==> config.mk <==
export PLATFORM = sky130hd
export DESIGN_NAME = ash_ctrl
export DESIGN_NICKNAME = d
export VERILOG_FILES = /design/src/design/ash_pkg.sv /design/src/design/ash_ctrl.sv
export VERILOG_INCLUDE_DIRS = /design/src /design/src/design
export SDC_FILE = /design/constraint.sdc
export NUM_CORES = 1
export LEC_CHECK = 0
export ABC_AREA = 1
export BUFFER_PORTS_ARGS = -buffer_cell sky130_fd_sc_hd__buf_2
export CORE_ASPECT_RATIO = 1.4
export CORE_MARGIN = 1.5
export CORE_UTILIZATION = 52
export CTS_BUF_LIST = sky130_fd_sc_hd__clkbuf_2 sky130_fd_sc_hd__clkbuf_4 sky130_fd_sc_hd__clkbuf_8
export CTS_CLUSTER_DIAMETER = 200
export DETAILED_ROUTE_END_ITERATION = 7
export PLACE_DENSITY = 0.74
export SYNTH_ARGS = -nofsm -noshare
export SYNTH_HDL_FRONTEND = slang
export SYNTH_SLANG_ARGS = --single-unit
==> constraint.sdc <==
create_clock -name i_ref_clk -period 3.1 [get_ports i_ref_clk]
set_input_delay 0 -clock i_ref_clk [delete_from_list [all_inputs] [get_ports i_ref_clk]]
set_output_delay 0 -clock i_ref_clk [all_outputs]
set_load 0.03 [all_outputs]
==> src/design/ash_regs.svh <==
// timing counts, field widths and reset values for the status/hold control
// assumes a 100 MHz reference clock
`ifndef ASH_REGS_SVH
`define ASH_REGS_SVH

`define ASH_CLK_PERIOD_NS  10
`define ASH_RST_HOLD_US    512
`define ASH_HIZ_US         800
`define ASH_STAB_MS        3
`define ASH_SAMPLE_US      16
`define ASH_RST_HOLD_CYC   ((`ASH_RST_HOLD_US * 1000) / `ASH_CLK_PERIOD_NS)
`define ASH_HIZ_CYC        ((`ASH_HIZ_US * 1000) / `ASH_CLK_PERIOD_NS)
`define ASH_STAB_CYC       ((`ASH_STAB_MS * 1000000) / `ASH_CLK_PERIOD_NS)
`define ASH_SAMPLE_CYC     ((`ASH_SAMPLE_US * 1000) / `ASH_CLK_PERIOD_NS)
`define ASH_AXIS_W         16
`define ASH_CNT_W          20
`define ASH_ST_OFFSET      16'h0100
`define ASH_STATUS_RST     1'b1
`define ASH_PIN_IDX_RSTN   0
`define ASH_PIN_IDX_SCLK   1
`define ASH_PIN_IDX_ST     2
`define ASH_PIN_IDX_FRZ    3

`endif

==> src/design/ash_pkg.sv <==
// types shared by the status/hold control
// assumes ash_regs.svh is on the include path
`include "ash_regs.svh"
package ash_pkg;

    typedef enum logic [2:0]
    {
        ASH_ST_HIZ  = 3'b001,
        ASH_ST_STAB = 3'b010,
        ASH_ST_RUN  = 3'b100
    } ash_state_e;

    typedef struct packed
    {
        logic signed [`ASH_AXIS_W-1:0] x;
        logic signed [`ASH_AXIS_W-1:0] y;
    } ash_sample_s;

    typedef struct packed
    {
        logic parity;
        logic over_temp;
        logic clk_freq;
        logic terminal;
    } ash_fault_s;

endpackage

==> src/design/ash_ctrl.sv <==
// reset detector, status latch, self-test and sample freeze control
// assumes fault flags, sample data and mode come from same-clock logic
// Notes on behaviour
// - reset needs reset low, sclk high 512us
// - faults, reset, initialization set status latch
// - status undriven about 800us, then high
// - 3ms stabilization starts when status rises
// - clears ignored during stabilization delay
// - self-test rising edge clears status latch
// - persisting fault wins over a clear; status stays set
// - terminal fault keeps status set against every clear until internal reset
// - self-test stimulus on while pin high
// - polarity bit picks positive or negative shift
// - freeze low: output follows each sample
// - freeze high: output data held
// - normal mode disables serial interface
// - new sample every 16us
`timescale 1ns/100ps
`include "ash_regs.svh"

module ash_ctrl
    import ash_pkg::*;
#(
    parameter int RST_HOLD_CYC = `ASH_RST_HOLD_CYC,
    parameter int HIZ_CYC      = `ASH_HIZ_CYC,
    parameter int STAB_CYC     = `ASH_STAB_CYC
)
(
    // clock and reset
    input  wire logic        i_ref_clk,
    input  wire logic        i_sys_rst,
    // control pins
    input  wire logic        i_reset_n_pin,
    input  wire logic        i_sclk_pin,
    input  wire logic        i_self_test_pin,
    input  wire logic        i_sample_freeze_pin,
    // status pin
    output logic             o_status_o,
    output logic             o_status_oe,
    // processor side
    input  wire ash_fault_s  i_fault,
    input  wire ash_sample_s i_sample,
    input  wire logic        i_self_test_polarity_bit,
    input  wire logic        i_normal_mode,
    output logic             o_sample_tick,
    output ash_sample_s      o_accel,
    output logic             o_self_test_en,
    output logic             o_spi_en,
    output logic             o_int_reset
);

    // ----------------------------------------
    // constants and checks
    // ----------------------------------------
    localparam int SAMPLE_CYC = `ASH_SAMPLE_CYC;
    localparam int CW         = `ASH_CNT_W;

    generate
        if (RST_HOLD_CYC < 2 || RST_HOLD_CYC >= (1 << CW) || HIZ_CYC < 2
            || HIZ_CYC >= (1 << CW) || STAB_CYC < 2 || STAB_CYC >= (1 << CW))
        begin : g_bad_count
            $error("phase count parameter out of range");
        end
    endgenerate

    // ----------------------------------------
    // pin synchronisers
    // ----------------------------------------
    wire  logic [3:0] pins_raw;
    logic [3:0]       sync1_r;
    logic [3:0]       sync2_r;
    logic [3:0]       prev_r;

    assign pins_raw = {i_sample_freeze_pin, i_self_test_pin, i_sclk_pin, i_reset_n_pin};

    genvar gi;
    generate
        for (gi = 0; gi < 4; gi++)
        begin : g_sync
            always_ff @(posedge i_ref_clk or posedge i_sys_rst)
            begin
                if (i_sys_rst)
                begin
                    sync1_r[gi] <= 1'b0;
                    sync2_r[gi] <= 1'b0;
                    prev_r[gi]  <= 1'b0;
                end
                else
                begin
                    sync1_r[gi] <= pins_raw[gi];
                    sync2_r[gi] <= sync1_r[gi];
                    prev_r[gi]  <= sync2_r[gi];
                end
            end
        end
    endgenerate

    wire logic rstn_s;
    wire logic sclk_s;
    wire logic st_s;
    wire logic frz_s;
    wire logic st_rise;

    assign rstn_s  = sync2_r[`ASH_PIN_IDX_RSTN];
    assign sclk_s  = sync2_r[`ASH_PIN_IDX_SCLK];
    assign st_s    = sync2_r[`ASH_PIN_IDX_ST];
    assign frz_s   = sync2_r[`ASH_PIN_IDX_FRZ];
    assign st_rise = st_s & ~prev_r[`ASH_PIN_IDX_ST];

    // ----------------------------------------
    // two-pin reset detector
    // ----------------------------------------
    logic [CW-1:0] hold_cnt_r;
    logic [CW-1:0] hold_cnt_nxt;
    logic          int_rst_r;
    wire  logic    hold_cond;
    wire  logic    hold_done;

    assign hold_cond = ~rstn_s & sclk_s;
    assign hold_done = hold_cond && (hold_cnt_r == CW'(RST_HOLD_CYC - 1));
    assign hold_cnt_nxt = !hold_cond ? '0 :
                          (hold_cnt_r == CW'(RST_HOLD_CYC)) ? hold_cnt_r :
                          hold_cnt_r + 1'b1;

    always_ff @(posedge i_ref_clk or posedge i_sys_rst)
    begin
        if (i_sys_rst)
        begin
            hold_cnt_r <= '0;
            int_rst_r  <= 1'b0;
        end
        else
        begin
            hold_cnt_r <= hold_cnt_nxt;
            int_rst_r  <= hold_done;
        end
    end

    assign o_int_reset = int_rst_r;

    // ----------------------------------------
    // status phases and latch
    // ----------------------------------------
    ash_state_e    state_r;
    ash_state_e    state_nxt;
    logic [CW-1:0] phase_cnt_r;
    logic [CW-1:0] phase_cnt_nxt;
    logic          status_r;
    logic          status_nxt;
    logic          term_r;
    wire  logic    fault_any;
    wire  logic    hiz_end;
    wire  logic    stab_end;

    assign fault_any = i_fault.parity | i_fault.over_temp | i_fault.clk_freq
                     | i_fault.terminal | term_r;
    assign hiz_end   = (state_r == ASH_ST_HIZ) && (phase_cnt_r == CW'(HIZ_CYC - 1));
    assign stab_end  = (state_r == ASH_ST_STAB) && (phase_cnt_r == CW'(STAB_CYC - 1));

    always_comb
    begin
        state_nxt     = state_r;
        phase_cnt_nxt = phase_cnt_r + 1'b1;
        status_nxt    = status_r;
        case (state_r)
            ASH_ST_HIZ:
            begin
                status_nxt = 1'b1;
                if (hiz_end)
                begin
                    state_nxt     = ASH_ST_STAB;
                    phase_cnt_nxt = '0;
                end
            end
            ASH_ST_STAB:
            begin
                status_nxt = 1'b1;
                if (stab_end)
                begin
                    state_nxt     = ASH_ST_RUN;
                    phase_cnt_nxt = '0;
                end
            end
            ASH_ST_RUN:
            begin
                phase_cnt_nxt = '0;
                if (fault_any)
                    status_nxt = 1'b1;
                else if (st_rise)
                    status_nxt = 1'b0;
            end
            default:
            begin
                state_nxt     = ASH_ST_HIZ;
                phase_cnt_nxt = '0;
                status_nxt    = 1'b1;
            end
        endcase
        if (int_rst_r)
        begin
            state_nxt     = ASH_ST_HIZ;
            phase_cnt_nxt = '0;
            status_nxt    = 1'b1;
        end
    end

    always_ff @(posedge i_ref_clk or posedge i_sys_rst)
    begin
        if (i_sys_rst)
        begin
            state_r     <= ASH_ST_HIZ;
            phase_cnt_r <= '0;
            status_r    <= `ASH_STATUS_RST;
            term_r      <= 1'b0;
        end
        else
        begin
            state_r     <= state_nxt;
            phase_cnt_r <= phase_cnt_nxt;
            status_r    <= status_nxt;
            term_r      <= (term_r & ~int_rst_r) | i_fault.terminal;
        end
    end

    assign o_status_o  = status_r;
    assign o_status_oe = (state_r != ASH_ST_HIZ);

    // ----------------------------------------
    // sample period, self-test and freeze
    // ----------------------------------------
    localparam int SW = $clog2(SAMPLE_CYC);

    logic [SW-1:0] smp_cnt_r;
    logic          tick_r;
    ash_sample_s   accel_r;
    ash_sample_s   stim_smp;
    wire  logic    smp_wrap;
    wire  logic    [`ASH_AXIS_W-1:0] st_off;

    assign smp_wrap = (smp_cnt_r == SW'(SAMPLE_CYC - 1));
    assign st_off   = `ASH_ST_OFFSET;

    always_comb
    begin
        stim_smp = i_sample;
        if (st_s)
        begin
            if (i_self_test_polarity_bit)
            begin
                stim_smp.x = i_sample.x - $signed(st_off);
                stim_smp.y = i_sample.y - $signed(st_off);
            end
            else
            begin
                stim_smp.x = i_sample.x + $signed(st_off);
                stim_smp.y = i_sample.y + $signed(st_off);
            end
        end
    end

    always_ff @(posedge i_ref_clk or posedge i_sys_rst)
    begin
        if (i_sys_rst)
        begin
            smp_cnt_r <= '0;
            tick_r    <= 1'b0;
            accel_r   <= '0;
        end
        else
        begin
            smp_cnt_r <= smp_wrap ? '0 : smp_cnt_r + 1'b1;
            tick_r    <= smp_wrap;
            if (tick_r && !frz_s)
                accel_r <= stim_smp;
        end
    end

    assign o_sample_tick  = tick_r;
    assign o_accel        = accel_r;
    assign o_self_test_en = st_s;
    assign o_spi_en       = ~i_normal_mode;
endmodule

==> impl_results.md <==
- Layout Nets: 873
- Number of synthesis warnings: 0
- Fin Hold WS: roughly 260 ps
- CTS sink cnt: 99
- Pwr Density: about 360 nW/µm²
- Diodes inserted: 0
- CP Capture Type: flop
- Vias in the first global route: between 4k and 5k
- Die width: 88.5 µm
- Pin count of the biggest net entering global routing: 61
- Final setup viols: 0
- Run status: finished, final reports clean
- Layout area overhead: 21.3%
- Max-slew violation count: 0
- CP Launch Type: flop
- Detailed placer's ending HPWL: 8.56 mm
- Final Cycle Share: 72.2%
- Die ar.: between 10000 and 15000 µm²
- Worst slack, placed: ~1300 ps
- Worst setup path category: reg -> reg
- Die height: 123 µm
- Max Clock Skew: 8.56 ps
- Drt total wl: 11.8 mm
- Fin worst setup slack: 862 ps
- Resize count post-CTS: 0
- Final GP Congestion: 0.918
- Max_slew headroom: 35.0%
- Crit. Startpoint: o_self_test_en$_DFF_PP0_
- RSZ-0062 raised after global routing: no
- Initial antenna violation count: 0
- Max Cap Viol: 0
- CP arrival: 2530 ps
- Register area share after synthesis: 46.6%
- RR Startpoint: o_self_test_en$_DFF_PP0_
- Worst VDD drop: 385 µV
- Maximum clock path buffer count: 2
- Initial Utilization: 53.5%
- Initial DRT Pass Iterations: 5
- Hold Startpoint: i_normal_mode
- Worst Max-Slew Pin Slew: 974 ps
- Port Buf Inserts: 81
- Pleak: approximately 3.2 nW
- Worst-path clk slew: 90 ps
- Setup TNS: 0 ps
- CTS tree: built
- Routed vias/inst: ~5.1
- Skew-Pair Late Insertion Delay: 360 ps
- Routed Antenna Nets: 0
- Power Total: about 2.3 mW
- Worst hold path class: in -> out
- Post-Syn Area per Cell: 7.77 µm²
- First-pass GRT wire length: just under 20 mm
- Endpoints failing hold: 0
- Min Tclk post-route: 2240 ps
- Post-Syn Area: 5320 µm²
- Std-Cell Rows: 43
- Routed wl met2: 6.22 mm
- Core Area: 9950 µm²
- Drt drc: 0
- Routed via count: a little under 5k
- GRT Util Overall: 22.8%
- H-tree Lvls: 3
- Max Fclk: roughly 0.45 GHz
- Top sig layer: met4
- Clock root cell: clkbuf_8
- Met1 wire length: 4.86 mm
- Syn nets: roughly 750
- # IOs: 82
- Drt first-iter violations: 185
- Number of library cell types mapped by synthesis: 30
- Total CTS buffers: 9
- WL per Instance: about 12 µm
- Share of cells above drive strength 1: 16.3%
- Metal3 WL: 481 µm
- Critical Path RT: 3390 ps
- Worst-path maximum fanout: 19
- Cells after Synth: around 690
- Gr ovfl total: 0
- #FFs+latches synth: 99
## power breakdown
part           total, mW  internal (mW)  leakage [nW]  switching (mW)
Combinational      0.247          0.109          1.90           0.138
Clock              0.735          0.301        0.0861           0.434
Sequential          1.31           1.30          1.18         0.00814
Total               2.29           1.71          3.17           0.580
## worst paths after layout
check | slack, ps | depth (start not counted) | to
min reg2reg | 360 | 0 | o_self_test_en$_DFF_PP0_
max reg2reg | 860 | 5 | o_status_o$_DFFE_PP1P_
min in group asynchronous | 310 | 3 | o_accel[7]$_DFFE_PP0P_
max in group asynchronous | 2020 | 4 | o_accel[25]$_DFFE_PP0P_
min | 260 | 3 | o_spi_en
max | 860 | 5 | o_status_o$_DFFE_PP1P_
## through the flow
step	cell area, µm²	utilization (%)	instances
after floorplan	5320	-	685
after global placement	5870	59.0	894
after detailed placement	5870	59.0	894
after CTS	6450	64.8	950
after global routing	6450	64.8	950
final	6450	64.8	950
## kinds of logic after synthesis
group	after synthesis	synth area share, %
fa+ha+maj	18	4.52
xor+xnor	24	3.95
buf+inv	105	7.71
compound gates	78	7.86
flops	99	46.6
simple gates	361	29.4
## layer usage
layer,global-route usage [%],vias to the layer above
met3,4.37,25
met5,0,-
met2,40.1,123
li1,-,2418
met4,8.59,0
met1,27.4,2280
## critical path: stages (launching register included)
cell	delay [ps]
dfrtp_1	760
inv_1	410
o21a_1	270
nor2_1	80
nand4_1	90
dlygate4sd3_1	560
## Yosys cell counts, drive strengths merged
master | instances | area, µm²
nand2 | 184 | 701
dfrtp | 97 | 2430
inv | 94 | 353
nor2 | 94 | 408
nand3 | 45 | 225
o21ai | 36 | 191
a21oi | 35 | 175
nor3 | 17 | 95.1
ha | 16 | 200
xor2 | 16 | 140
nand4 | 12 | 75.1
clkbuf | 9 | 33.8
xnor2 | 8 | 70.1
nor4 | 4 | 25.0
or2 | 4 | 25.0
buf | 2 | 23.8
dfstp | 2 | 52.6
fa | 2 | 40.0
o21a | 2 | 15.0
o21bai | 2 | 15.0
a211oi | 1 | 7.51
a21o | 1 | 7.51
nor3b | 1 | 7.51
o22ai | 1 | 6.26
## placed cells by master, fill, tap and decap left out, types with 17 or more instances in the layout
master         synthesis  layout
a21oi_1               35      35
buf_2                  0      81
dfrtp_1               97      97
dlygate4sd3_1          0      41
inv_1                 94      93
nand2_1              180     180
nand3_1               45      45
nor2_1                76      75
nor2_2                16      17
o21ai_0               35      35
## cell type report
| cell class | count | area, µm² |
|---|---|---|
| multi-input cells | 481 | 2430 |
| repair buffers | 126 | 846 |
| clock buffers | 10 | 131 |
| flip-flops and latches | 99 | 2480 |
| well taps | 135 | 169 |
| inverters | 94 | 355 |
| fillers | 868 | 3500 |
| clock inverters | 5 | 38.8 |
## timing repair
action,in CTS,in global routing
endpoints found under the hold margin,94,0
hold buffers,41,0
buffers inserted,0,0
## registers in the layout, indices dropped and copies added (netlist names), 3 cells and up
register,cells
phase_cnt_r,20
o_accel,32
state_r,3
sync1_r,4
smp_cnt_r,11
hold_cnt_r,20
Note: power is estimated with default switching activity, not from simulation.
